## src/rtl/tfmt_defs.svh

```systemverilog
// constants for the tape format read/write block
// assumes inclusion by the core module only
`ifndef TFMT_DEFS_SVH
`define TFMT_DEFS_SVH
// register offsets (word addresses, one word each)
`define TFMT_A_WDATA 4'h0
`define TFMT_A_WPAR 4'h1
`define TFMT_A_UNIT 4'h2
`define TFMT_A_CMD 4'h3
`define TFMT_A_CTRL 4'h4
`define TFMT_A_RDATA 4'h5
`define TFMT_A_STAT 4'h6
`define TFMT_A_RDIN 4'h7
`define TFMT_A_CHK 4'h8
`define TFMT_A_PRESET 4'h9
// ctrl bits
`define TFMT_C_WRITE_GATE_ENABLE 0
`define TFMT_C_RGATE 1
`define TFMT_C_PE 2
// timing
`define TFMT_CLK_HZ 25000000
`define TFMT_SRC_HZ 7200000
`define TFMT_LOCK_ENABLE_TRANS 4'h4
`define TFMT_LOCKED_WAIT 16'h0400
`define TFMT_NODATA_WAIT 16'h0800
`define TFMT_PRESET_RST 16'h0009
`define TFMT_DIV24 5'h17
`define TFMT_DIV24_HALF 5'h0B
`endif

```

## src/rtl/tfmt_pkg.sv

```systemverilog
// types for the tape format read/write block
// assumes the defs header is included alongside
package tfmt_pkg;
  typedef enum logic [2:0] {
    TFMT_S0 = 3'b001,
    TFMT_S1 = 3'b010,
    TFMT_S2 = 3'b100
  } tfmt_chan_t;
  typedef struct packed {
    logic single_drop;
    logic multi_drop;
    logic all_drop;
    logic file_mark;
    logic id_burst;
  } tfmt_pe_stat_t;
  typedef struct packed {
    logic gate;
    logic par;
    logic [7:0] data;
  } tfmt_wchar_t;
endpackage : tfmt_pkg

```

## src/rtl/tfmt_core.sv

```systemverilog
// tape-side datapath: write char register, strobes, read capture, PE
// recovery, all reached from the microprogram over Avalon-MM.
// assumes read head lines asynchronous; single 25 MHz clock.
//
// Summary of operation
// nine-bit write register: byte plus parity
// parity loads with data from bus
// parity also loadable directly from bus
// unit register decodes to one-hot selects
// motion commands from microprogram-only register
// NRZ read: nine bits, upper zero
// PE read: parity replicated in upper byte
// read parity checked by same generator
// 800/1600 char clocks from preset divider
// timer always; write strobe only when gated
// timer ticks from 800 clock
// read gate starts watching ch2, parity
// transitions give lock enable, then locked
// unlocked channel drops out at locked
// no data when both channels idle
// state zero: falling edge is zero
// no zero by locked: drop, shift stream
// state one waits one; two shifts
// after dropout force-feed until disabled
// clock follows write, parity, then ch2
// shared divide-by-24 recovered clock
// dropout pattern table gives PE status
// reset clears gates, states, lock, drops
//
// The register addresses and the Avalon-MM interface to the registers were decided locally.
`timescale 1ns/1ps
`include "tfmt_defs.svh"
module tfmt_core
  import tfmt_pkg::*;
(
  input wire logic clock,
  input wire logic rst_n,
  input wire logic [3:0] address,
  input wire logic read,
  input wire logic write,
  input wire logic [31:0] writedata,
  output logic [31:0] readdata,
  output logic waitrequest,
  input wire logic [8:0] read_head,
  output logic [7:0] drive_select,
  output logic [7:0] drive_command,
  output tfmt_wchar_t write_char,
  output logic [8:0] shift_in,
  output logic write_strobe,
  output logic timer_tick
);
  // =====================================================
  // helpers
  function automatic logic par9(input logic [8:0] v);
    par9 = ~(^v);
  endfunction : par9

  // =====================================================
  // bus slave: one wait state, answer on second edge
  logic busy;
  logic acc;
  assign acc = (read | write) & busy;
  always_ff @(posedge clock or negedge rst_n) begin
    if (!rst_n) begin
      busy <= 1'b0;
    end else begin
      busy <= (read | write) & ~busy;
    end
  end
  always_ff @(posedge clock or negedge rst_n) begin
    if (!rst_n) begin
      waitrequest <= 1'b1;
    end else begin
      waitrequest <= ~((read | write) & ~busy);
    end
  end

  // =====================================================
  // write side registers
  logic [2:0] ctrl;
  logic [2:0] unit;
  logic [15:0] preset;
  logic wr_data;
  assign wr_data = acc & write & (address == `TFMT_A_WDATA);
  // nine-bit character register
  always_ff @(posedge clock or negedge rst_n) begin
    if (!rst_n) begin
      write_char <= '0;
    end else begin
      write_char.gate <= ctrl[`TFMT_C_WRITE_GATE_ENABLE];
      if (wr_data) begin
        write_char.data <= writedata[7:0];
      end
      // generated parity at data load
      if (wr_data) begin
        write_char.par <= par9(writedata[8:0]);
      // raw parity for uncomputed characters
      end else if (acc & write & (address == `TFMT_A_WPAR)) begin
        write_char.par <= writedata[0];
      end
    end
  end
  always_ff @(posedge clock or negedge rst_n) begin
    if (!rst_n) begin
      unit <= 3'h0;
      drive_command <= 8'h00;
      ctrl <= 3'h0;
      preset <= `TFMT_PRESET_RST;
    end else if (acc & write) begin
      if (address == `TFMT_A_UNIT) unit <= writedata[2:0];
      // motion commands only from microprogram
      if (address == `TFMT_A_CMD) drive_command <= writedata[7:0];
      // gates clear on reset
      if (address == `TFMT_A_CTRL) ctrl <= writedata[2:0];
      if (address == `TFMT_A_PRESET) preset <= writedata[15:0];
    end
  end
  // one-hot unit select
  always_ff @(posedge clock or negedge rst_n) begin
    if (!rst_n) begin
      drive_select <= 8'h00;
    end else begin
      drive_select <= 8'h01 << unit;
    end
  end

  // =====================================================
  // character clocks: 7.2 MHz source derived by accumulator
  logic [24:0] src_acc;
  logic src_tick;
  logic [15:0] div;
  logic c1600;
  logic c800;
  always_ff @(posedge clock or negedge rst_n) begin
    if (!rst_n) begin
      src_acc <= 25'h0;
      src_tick <= 1'b0;
    end else if (src_acc >= 25'(`TFMT_CLK_HZ - `TFMT_SRC_HZ)) begin
      src_acc <= src_acc + 25'(`TFMT_SRC_HZ) - 25'(`TFMT_CLK_HZ);
      src_tick <= 1'b1;
    end else begin
      src_acc <= src_acc + 25'(`TFMT_SRC_HZ);
      src_tick <= 1'b0;
    end
  end
  // preset counter chain, 1600 then halved to 800
  always_ff @(posedge clock or negedge rst_n) begin
    if (!rst_n) begin
      div <= 16'h0;
      c1600 <= 1'b0;
      c800 <= 1'b0;
    end else begin
      c1600 <= 1'b0;
      if (src_tick) begin
        if (div == 16'h0) begin
          div <= preset;
          c1600 <= 1'b1;
          c800 <= ~c800;
        end else begin
          div <= div - 16'h1;
        end
      end
    end
  end
  logic c800_d;
  logic tick800;
  assign tick800 = c1600 & c800 & ~c800_d;
  always_ff @(posedge clock or negedge rst_n) begin
    if (!rst_n) begin
      c800_d <= 1'b0;
      timer_tick <= 1'b0;
      write_strobe <= 1'b0;
    end else begin
      c800_d <= c800;
      // timer from 800 clock, always running
      timer_tick <= tick800;
      // strobe only while write gate set
      write_strobe <= ctrl[`TFMT_C_WRITE_GATE_ENABLE] &
        (ctrl[`TFMT_C_PE] ? c1600 : tick800);
    end
  end

  // =====================================================
  // read head synchronisers and edge detect
  logic [8:0] rh_s1;
  logic [8:0] rh_s2;
  logic [8:0] rh_d;
  always_ff @(posedge clock or negedge rst_n) begin
    if (!rst_n) begin
      rh_s1 <= 9'h0;
      rh_s2 <= 9'h0;
      rh_d <= 9'h0;
    end else begin
      rh_s1 <= read_head;
      rh_s2 <= rh_s1;
      rh_d <= rh_s2;
    end
  end
  logic [8:0] fall;
  logic [8:0] rise;
  assign fall = rh_d & ~rh_s2;
  assign rise = ~rh_d & rh_s2;

  // =====================================================
  // activity control
  logic rgate;
  assign rgate = ctrl[`TFMT_C_RGATE];
  logic lock_enable;
  logic locked;
  logic no_data;
  logic [3:0] trans;
  logic [15:0] lwait;
  logic [15:0] idle;
  logic act;
  assign act = (fall[2] | rise[2] | fall[8] | rise[8]);
  // watch ch2 and parity once gated, lock sequence
  always_ff @(posedge clock or negedge rst_n) begin
    if (!rst_n) begin
      trans <= 4'h0;
      lwait <= 16'h0;
      lock_enable <= 1'b0;
      locked <= 1'b0;
    end else if (!rgate) begin
      trans <= 4'h0;
      lwait <= 16'h0;
      lock_enable <= 1'b0;
      locked <= 1'b0;
    end else if (!lock_enable) begin
      if (act) trans <= trans + 4'h1;
      lock_enable <= act & (trans == `TFMT_LOCK_ENABLE_TRANS - 4'h1);
    end else if (!locked) begin
      lwait <= lwait + 16'h1;
      locked <= (lwait == `TFMT_LOCKED_WAIT);
    end
  end
  // no data after both monitored channels idle
  always_ff @(posedge clock or negedge rst_n) begin
    if (!rst_n) begin
      idle <= 16'h0;
      no_data <= 1'b0;
    end else if (!rgate || !locked || act) begin
      idle <= 16'h0;
      no_data <= 1'b0;
    end else if (idle != `TFMT_NODATA_WAIT) begin
      idle <= idle + 16'h1;
    end else begin
      no_data <= 1'b1;
    end
  end

  // =====================================================
  // recovered clock: follow char clock, then parity, then ch2
  logic [4:0] d24;
  logic rclk;
  logic [8:0] drop;
  logic ref_edge;
  // tracking source selection
  assign ref_edge = !locked ? c1600 :
    (!drop[8] ? (fall[8] | rise[8]) : (fall[2] | rise[2]));
  // shared divide-by-24 stage
  always_ff @(posedge clock or negedge rst_n) begin
    if (!rst_n) begin
      d24 <= 5'h0;
      rclk <= 1'b0;
    end else begin
      rclk <= (d24 == `TFMT_DIV24);
      // only late edges realign; mid-cell phase edges would stall it
      if ((ref_edge && d24 > `TFMT_DIV24_HALF) || d24 == `TFMT_DIV24)
        d24 <= 5'h0;
      else d24 <= d24 + 5'h1;
    end
  end

  // =====================================================
  // per-channel preamble/sync machines
  tfmt_chan_t st [9];
  always_ff @(posedge clock or negedge rst_n) begin
    if (!rst_n) begin
      for (int i = 0; i < 9; i++) st[i] <= TFMT_S0;
      drop <= 9'h0;
      shift_in <= 9'h0;
    end else begin
      for (int i = 0; i < 9; i++) begin
        shift_in[i] <= 1'b0;
        if (!lock_enable) begin
          // disabled channel back to state zero
          st[i] <= TFMT_S0;
          drop[i] <= 1'b0;
        end else if (drop[i]) begin
          // force-feed until disabled
          shift_in[i] <= rclk;
        end else begin
          unique case (st[i])
            // falling edge marks zero bit
            TFMT_S0: begin
              if (fall[i]) st[i] <= TFMT_S1;
              // unlocked at locked drops out
              else if (locked) drop[i] <= 1'b1;
            end
            // await first one transition
            TFMT_S1: begin
              if (rise[i]) st[i] <= TFMT_S2;
              else if (no_data) drop[i] <= 1'b1;
            end
            // shift per major transition
            TFMT_S2: begin
              shift_in[i] <= rise[i];
              if (no_data) drop[i] <= 1'b1;
            end
          endcase
        end
      end
    end
  end

  // =====================================================
  // status table, read data, bus read mux
  logic [8:0] rdin;
  logic chk_err;
  // dropout pattern decode table
  function automatic tfmt_pe_stat_t pe_stat(input logic [8:0] d);
    tfmt_pe_stat_t s;
    s = '0;
    s.single_drop = ($countones(d) == 1);
    s.multi_drop = ($countones(d) > 1) && (d != 9'h1FF);
    s.all_drop = (d == 9'h1FF);
    s.file_mark = (d == 9'h1B2);
    s.id_burst = (d == 9'h0FF);
    return s;
  endfunction : pe_stat
  always_ff @(posedge clock or negedge rst_n) begin
    if (!rst_n) begin
      rdin <= 9'h0;
      chk_err <= 1'b0;
    end else begin
      rdin <= rh_s2;
      // parity checked on bus move
      if (acc & read & (address == `TFMT_A_RDATA)) begin
        // regenerated parity over the data byte must match bit 8
        chk_err <= (par9({1'b0, rdin[7:0]}) != rdin[8]);
      end
    end
  end
  always_ff @(posedge clock or negedge rst_n) begin
    if (!rst_n) begin
      readdata <= 32'h0;
    end else if (read & ~busy) begin
      // loaded as waitrequest drops, so it stands at the taking edge
      unique case (address)
        // NRZ upper zero, PE parity fill
        `TFMT_A_RDATA: readdata <= ctrl[`TFMT_C_PE] ?
          {16'h0, {8{rdin[8]}}, rdin[7:0]} : {23'h0, rdin};
        `TFMT_A_STAT: readdata <= {20'h0, pe_stat(drop),
          no_data, locked, lock_enable, chk_err, 3'h0};
        `TFMT_A_RDIN: readdata <= {23'h0, drop};
        `TFMT_A_CTRL: readdata <= {29'h0, ctrl};
        `TFMT_A_UNIT: readdata <= {29'h0, unit};
        `TFMT_A_CMD: readdata <= {24'h0, drive_command};
        `TFMT_A_WDATA: readdata <= {23'h0, write_char.par,
          write_char.data};
        `TFMT_A_PRESET: readdata <= {16'h0, preset};
        default: readdata <= 32'h0;
      endcase
    end
  end

  // =====================================================
  // checks
  // exactly one select active
  a_select_onehot: assert property (@(posedge clock) disable iff (!rst_n)
    $past(rst_n) |-> $onehot(drive_select))
    else $error("drive select not one-hot");
  a_strobe_gate: assert property (@(posedge clock) disable iff (!rst_n)
    write_strobe |-> $past(ctrl[`TFMT_C_WRITE_GATE_ENABLE]))
    else $error("write strobe without gate");
  a_parity_load: assert property (@(posedge clock) disable iff (!rst_n)
    wr_data |=> write_char.par == par9($past(writedata[8:0])))
    else $error("write parity wrong");
  a_locked_order: assert property (@(posedge clock) disable iff (!rst_n)
    locked |-> lock_enable)
    else $error("locked without lock enable");
  a_drop_unlocked: assert property (@(posedge clock) disable iff (!rst_n)
    (lock_enable && locked && st[0] == TFMT_S0 && !drop[0] && !fall[0])
    |=> drop[0])
    else $error("unlocked channel kept alive");
  a_gate_off_clear: assert property (@(posedge clock) disable iff (!rst_n)
    !rgate |=> !lock_enable && !locked)
    else $error("lock held without read gate");
  a_div_bound: assert property (@(posedge clock) disable iff (!rst_n)
    d24 <= `TFMT_DIV24)
    else $error("divider out of range");
  a_nodata_lock: assert property (@(posedge clock) disable iff (!rst_n)
    no_data |-> locked)
    else $error("no data before lock");
endmodule : tfmt_core

```

## config.mk

```make
export PLATFORM = sky130hd
export DESIGN_NAME = tfmt_core
export DESIGN_NICKNAME = d
export VERILOG_FILES = /design/src/rtl/tfmt_pkg.sv /design/src/rtl/tfmt_core.sv
export VERILOG_INCLUDE_DIRS = /design/src /design/src/rtl
export SDC_FILE = /design/constraint.sdc
export NUM_CORES = 1
export LEC_CHECK = 0
export ABC_AREA = 1
export BUFFER_PORTS_ARGS = -buffer_cell sky130_fd_sc_hd__buf_2
export CELL_PAD_IN_SITES_DETAIL_PLACEMENT = 0
export CELL_PAD_IN_SITES_GLOBAL_PLACEMENT = 1
export CORE_UTILIZATION = 33
export CTS_CLUSTER_DIAMETER = 150
export DETAILED_ROUTE_END_ITERATION = 10
export GPL_ROUTABILITY_DRIVEN = 0
export PLACE_DENSITY = 0.58
export REMOVE_ABC_BUFFERS = 1
export SLEW_MARGIN = 30
export SYNTH_ARGS = -nofsm -noshare
export SYNTH_HDL_FRONTEND = slang
export SYNTH_SLANG_ARGS = --single-unit
```

## constraint.sdc

```tcl
create_clock -name clock -period 4.6 [get_ports clock]
set_input_delay 1.38 -clock clock [delete_from_list [all_inputs] [get_ports clock]]
set_output_delay 1.38 -clock clock [all_outputs]
set_load 0.05 [all_outputs]
```

==> results_dict.tcl <==
set metrics [dict create \
    status "finished, final reports clean" \
    cts_setup_buffers 0 \
    layout.nets 1568 \
    synth.cell_area_mm2 0.0117 \
    p_per_area_mw_per_mm2 399 \
    hold_path_class "flip-flop to flip-flop" \
    final.setup.tns_ps 0 \
    syn2layout_area_growth_pct 16.9 \
    peakVddDrop_mv 0.276 \
    setup_viol 0 \
    port_buffers 86 \
    diodes 0 \
    ios 119 \
    wire_per_inst_um 15.8 \
    cts.sinks 225 \
    period_share 0.813 \
    grt_pass1_vias 9308 \
    critPathRequiredTime_ps 5080 \
    leakagePower_nw 6.30 \
    initial_core_util 0.337 \
    row_count 68 \
    hold_buffers 0 \
    grt_max_degree 113 \
    ys.warnings.count 0 \
    n_fill_cell 3539 \
    max_cap_violations 0 \
    layout_common_cells "275 x nand2_1, 213 x dfrtp_1, 193 x inv_1, 125 x nor2_1, 118 x o21ai_0" \
    cts_resized 0 \
    ys_seq_area_frac 0.484 \
    ys.flop_type "dfrtp_1" \
    timing.final.crit_period_ps 3740 \
    drt-initial-drc-count 613 \
    synth_seq_cells 225 \
    avgSynthCellArea_um2 8.34 \
    clk_pin_slew_worst_paths_ps 60 \
    fin_worst_skew_ps 10.4 \
    rr_startpoint "drop[1]" \
    critPathLaunch "drop[1]" \
    synthArstFlopShare 1.00 \
    synth-edff-count 0 \
    cts_root_buffer "clkbuf_16" \
    via_per_inst 4.81 \
    final_layout_size_suffix_gt1_frac 0.141 \
    max_slew.worst_pin.slew_ps 843 \
    clock_path_buffers 3 \
    grt_overflow 0 \
    arrival_ps 4220 \
    startpoint_type "flip-flop" \
    power_w 0.00544 \
    drt_pass1_iterations 5 \
    cts_max_level 1 \
    fmax_ghz 0.267 \
    die_y_um 190 \
    synth_cell_types 62 \
    hold_violations 0 \
    die_w_um 190 \
    synth_cells 1399 \
    antenna_found_initial 0 \
    drv_slew 0 \
    rsz0062_at_grt "false" \
    drcViolationCount 0 \
    grt_pass1_wl_um 51100 \
    cp_max_fo 5 \
    cts_tree "built" \
    wirelength_um 31100 \
    mostFrequentLayoutCell "nand2_1" \
    numCtsBuffers 27 \
    core-area_mm2 0.0346 \
    crit_path_end_kind "flip-flop" \
    dp_hpwl_um 22500 \
    track_usage 0.178 \
    die_area_mm2 0.0361 \
    clock_latency_ps 550 \
    slew_headroom 0.438 \
    vias 9481 \
    worstSetupPathType "flip-flop to flip-flop" \
    drtAntennaViolNets 0 \
    holdCritStartpoint "rh_s1[3]" \
]
==> layout make-up <==
| class | count | area, um^2 | share of cell area |
|---|---|---|---|
| clock buffer | 34 | 732 | 0.0537 |
| timing repair buffer | 96 | 548 | 0.0402 |
| inverter | 200 | 754 | 0.0553 |
| clock inverter | 15 | 318 | 0.0233 |
| sequential | 225 | 5650 | 0.414 |
| multi-input combinational | 945 | 5070 | 0.372 |
| tap | 455 | 569 | 0.0418 |
==> worst paths after layout <==
check	endpoint	slack (ps)	depth (start not counted)
worst max-delay path	readdata[11]	860	11
worst min-delay path	rh_s2[3]	350	0
worst max register to register	readdata[11]	860	11
worst min register to register	rh_s2[3]	350	0
max in group asynchronous	st[15]	2790	3
min in group asynchronous	drive_select[0]	720	1
==> critical path, cell delays in order, from the launching register on <==
cell	delay, ps
dfrtp_1	420
inv_1	200
fa_1	470
fa_1	510
fa_1	420
fa_1	400
fa_1	390
xor2_1	160
o2111ai_1	170
o311ai_0	360
nand2_1	90
nand2_1	80
==> per-layer routing <==
metal / share of wire / wire length, um / GRT usage / vias up
met5: 0 / 0 / 0 / -
met4: 0.012 / 383 / 0.0338 / 0
met3: 0.042 / 1290 / 0.0227 / 34
met2: 0.44 / 13600 / 0.275 / 168
met1: 0.51 / 15800 / 0.264 / 4500
li1: - / - / - / 4779
==> metrics by stage <==
| stage | std cells | instance area (um^2) | hold WS [ps] | setup WS (ps) | utilization |
|---|---|---|---|---|---|
| CTS | 1969 | 13600 | 347 | 826 | 0.393 |
| finish | 1970 | 13600 | 346 | 859 | 0.394 |
| global placement | 1920 | 12600 | 333 | 916 | 0.363 |
| global route | 1970 | 13600 | 354 | 592 | 0.394 |
| floorplan | 1370 | 11500 | 331 | 1210 | - |
| detailed placement | 1920 | 12600 | 335 | 841 | 0.363 |
==> logic make-up (layout without fill, tap and decap cells) <==
family | count (synthesis) | after routing | synth area share
flops | 225 | 225 | 0.484
xor+xnor | 41 | 41 | 0.0330
buf+inv | 244 | 345 | 0.0861
mux | 5 | 5 | 0.00472
other cells | 1 | 16 | 0.000322
compound gates | 257 | 257 | 0.129
fa+ha+maj | 24 | 24 | 0.0290
simple gates | 602 | 602 | 0.234
==> report_power, final <==
group / switching, W / internal (W) / leakage, nW
Sequential: 0.000136 / 0.00212 / 2.87
Combinational: 0.000490 / 0.000172 / 2.93
Clock: 0.000886 / 0.00163 / 0.512
==> state kept, by name, summed over array words and instances (netlist names), 3 cells and up <==
name / flops
d24: 5
write_char: 10
shift_in: 9
ctrl: 3
rh_s2: 9
idle: 16
preset: 16
src_acc: 19
drop: 9
unit: 3
readdata: 16
div: 16
trans: 4
rh_s1: 9
drive_command: 8
lwait: 16
drive_select: 8
rdin: 9
st: 27
==> synth_stat cells (all sizes together) (5+ instances only) <==
cell type  number  share of area
a31oi          18         0.0097
clkbuf         15         0.0048
dfrtp         213           0.46
buf            29          0.017
nand2         289          0.096
nand4          26          0.014
o21a            5         0.0032
nand3          82          0.037
xor2           27          0.023
ha             19          0.020
nor3           55          0.028
o21ai         126          0.055
a21oi          53          0.024
o22ai          13         0.0070
nor4           10         0.0077
fa              5         0.0086
dfstp          12          0.027
a221oi          8         0.0060
inv           198          0.064
o221ai          5         0.0038
a211oi          9         0.0062
xnor2          14          0.011
nor2          134          0.047
No activity file was read; power rests on OpenSTA's default activity.
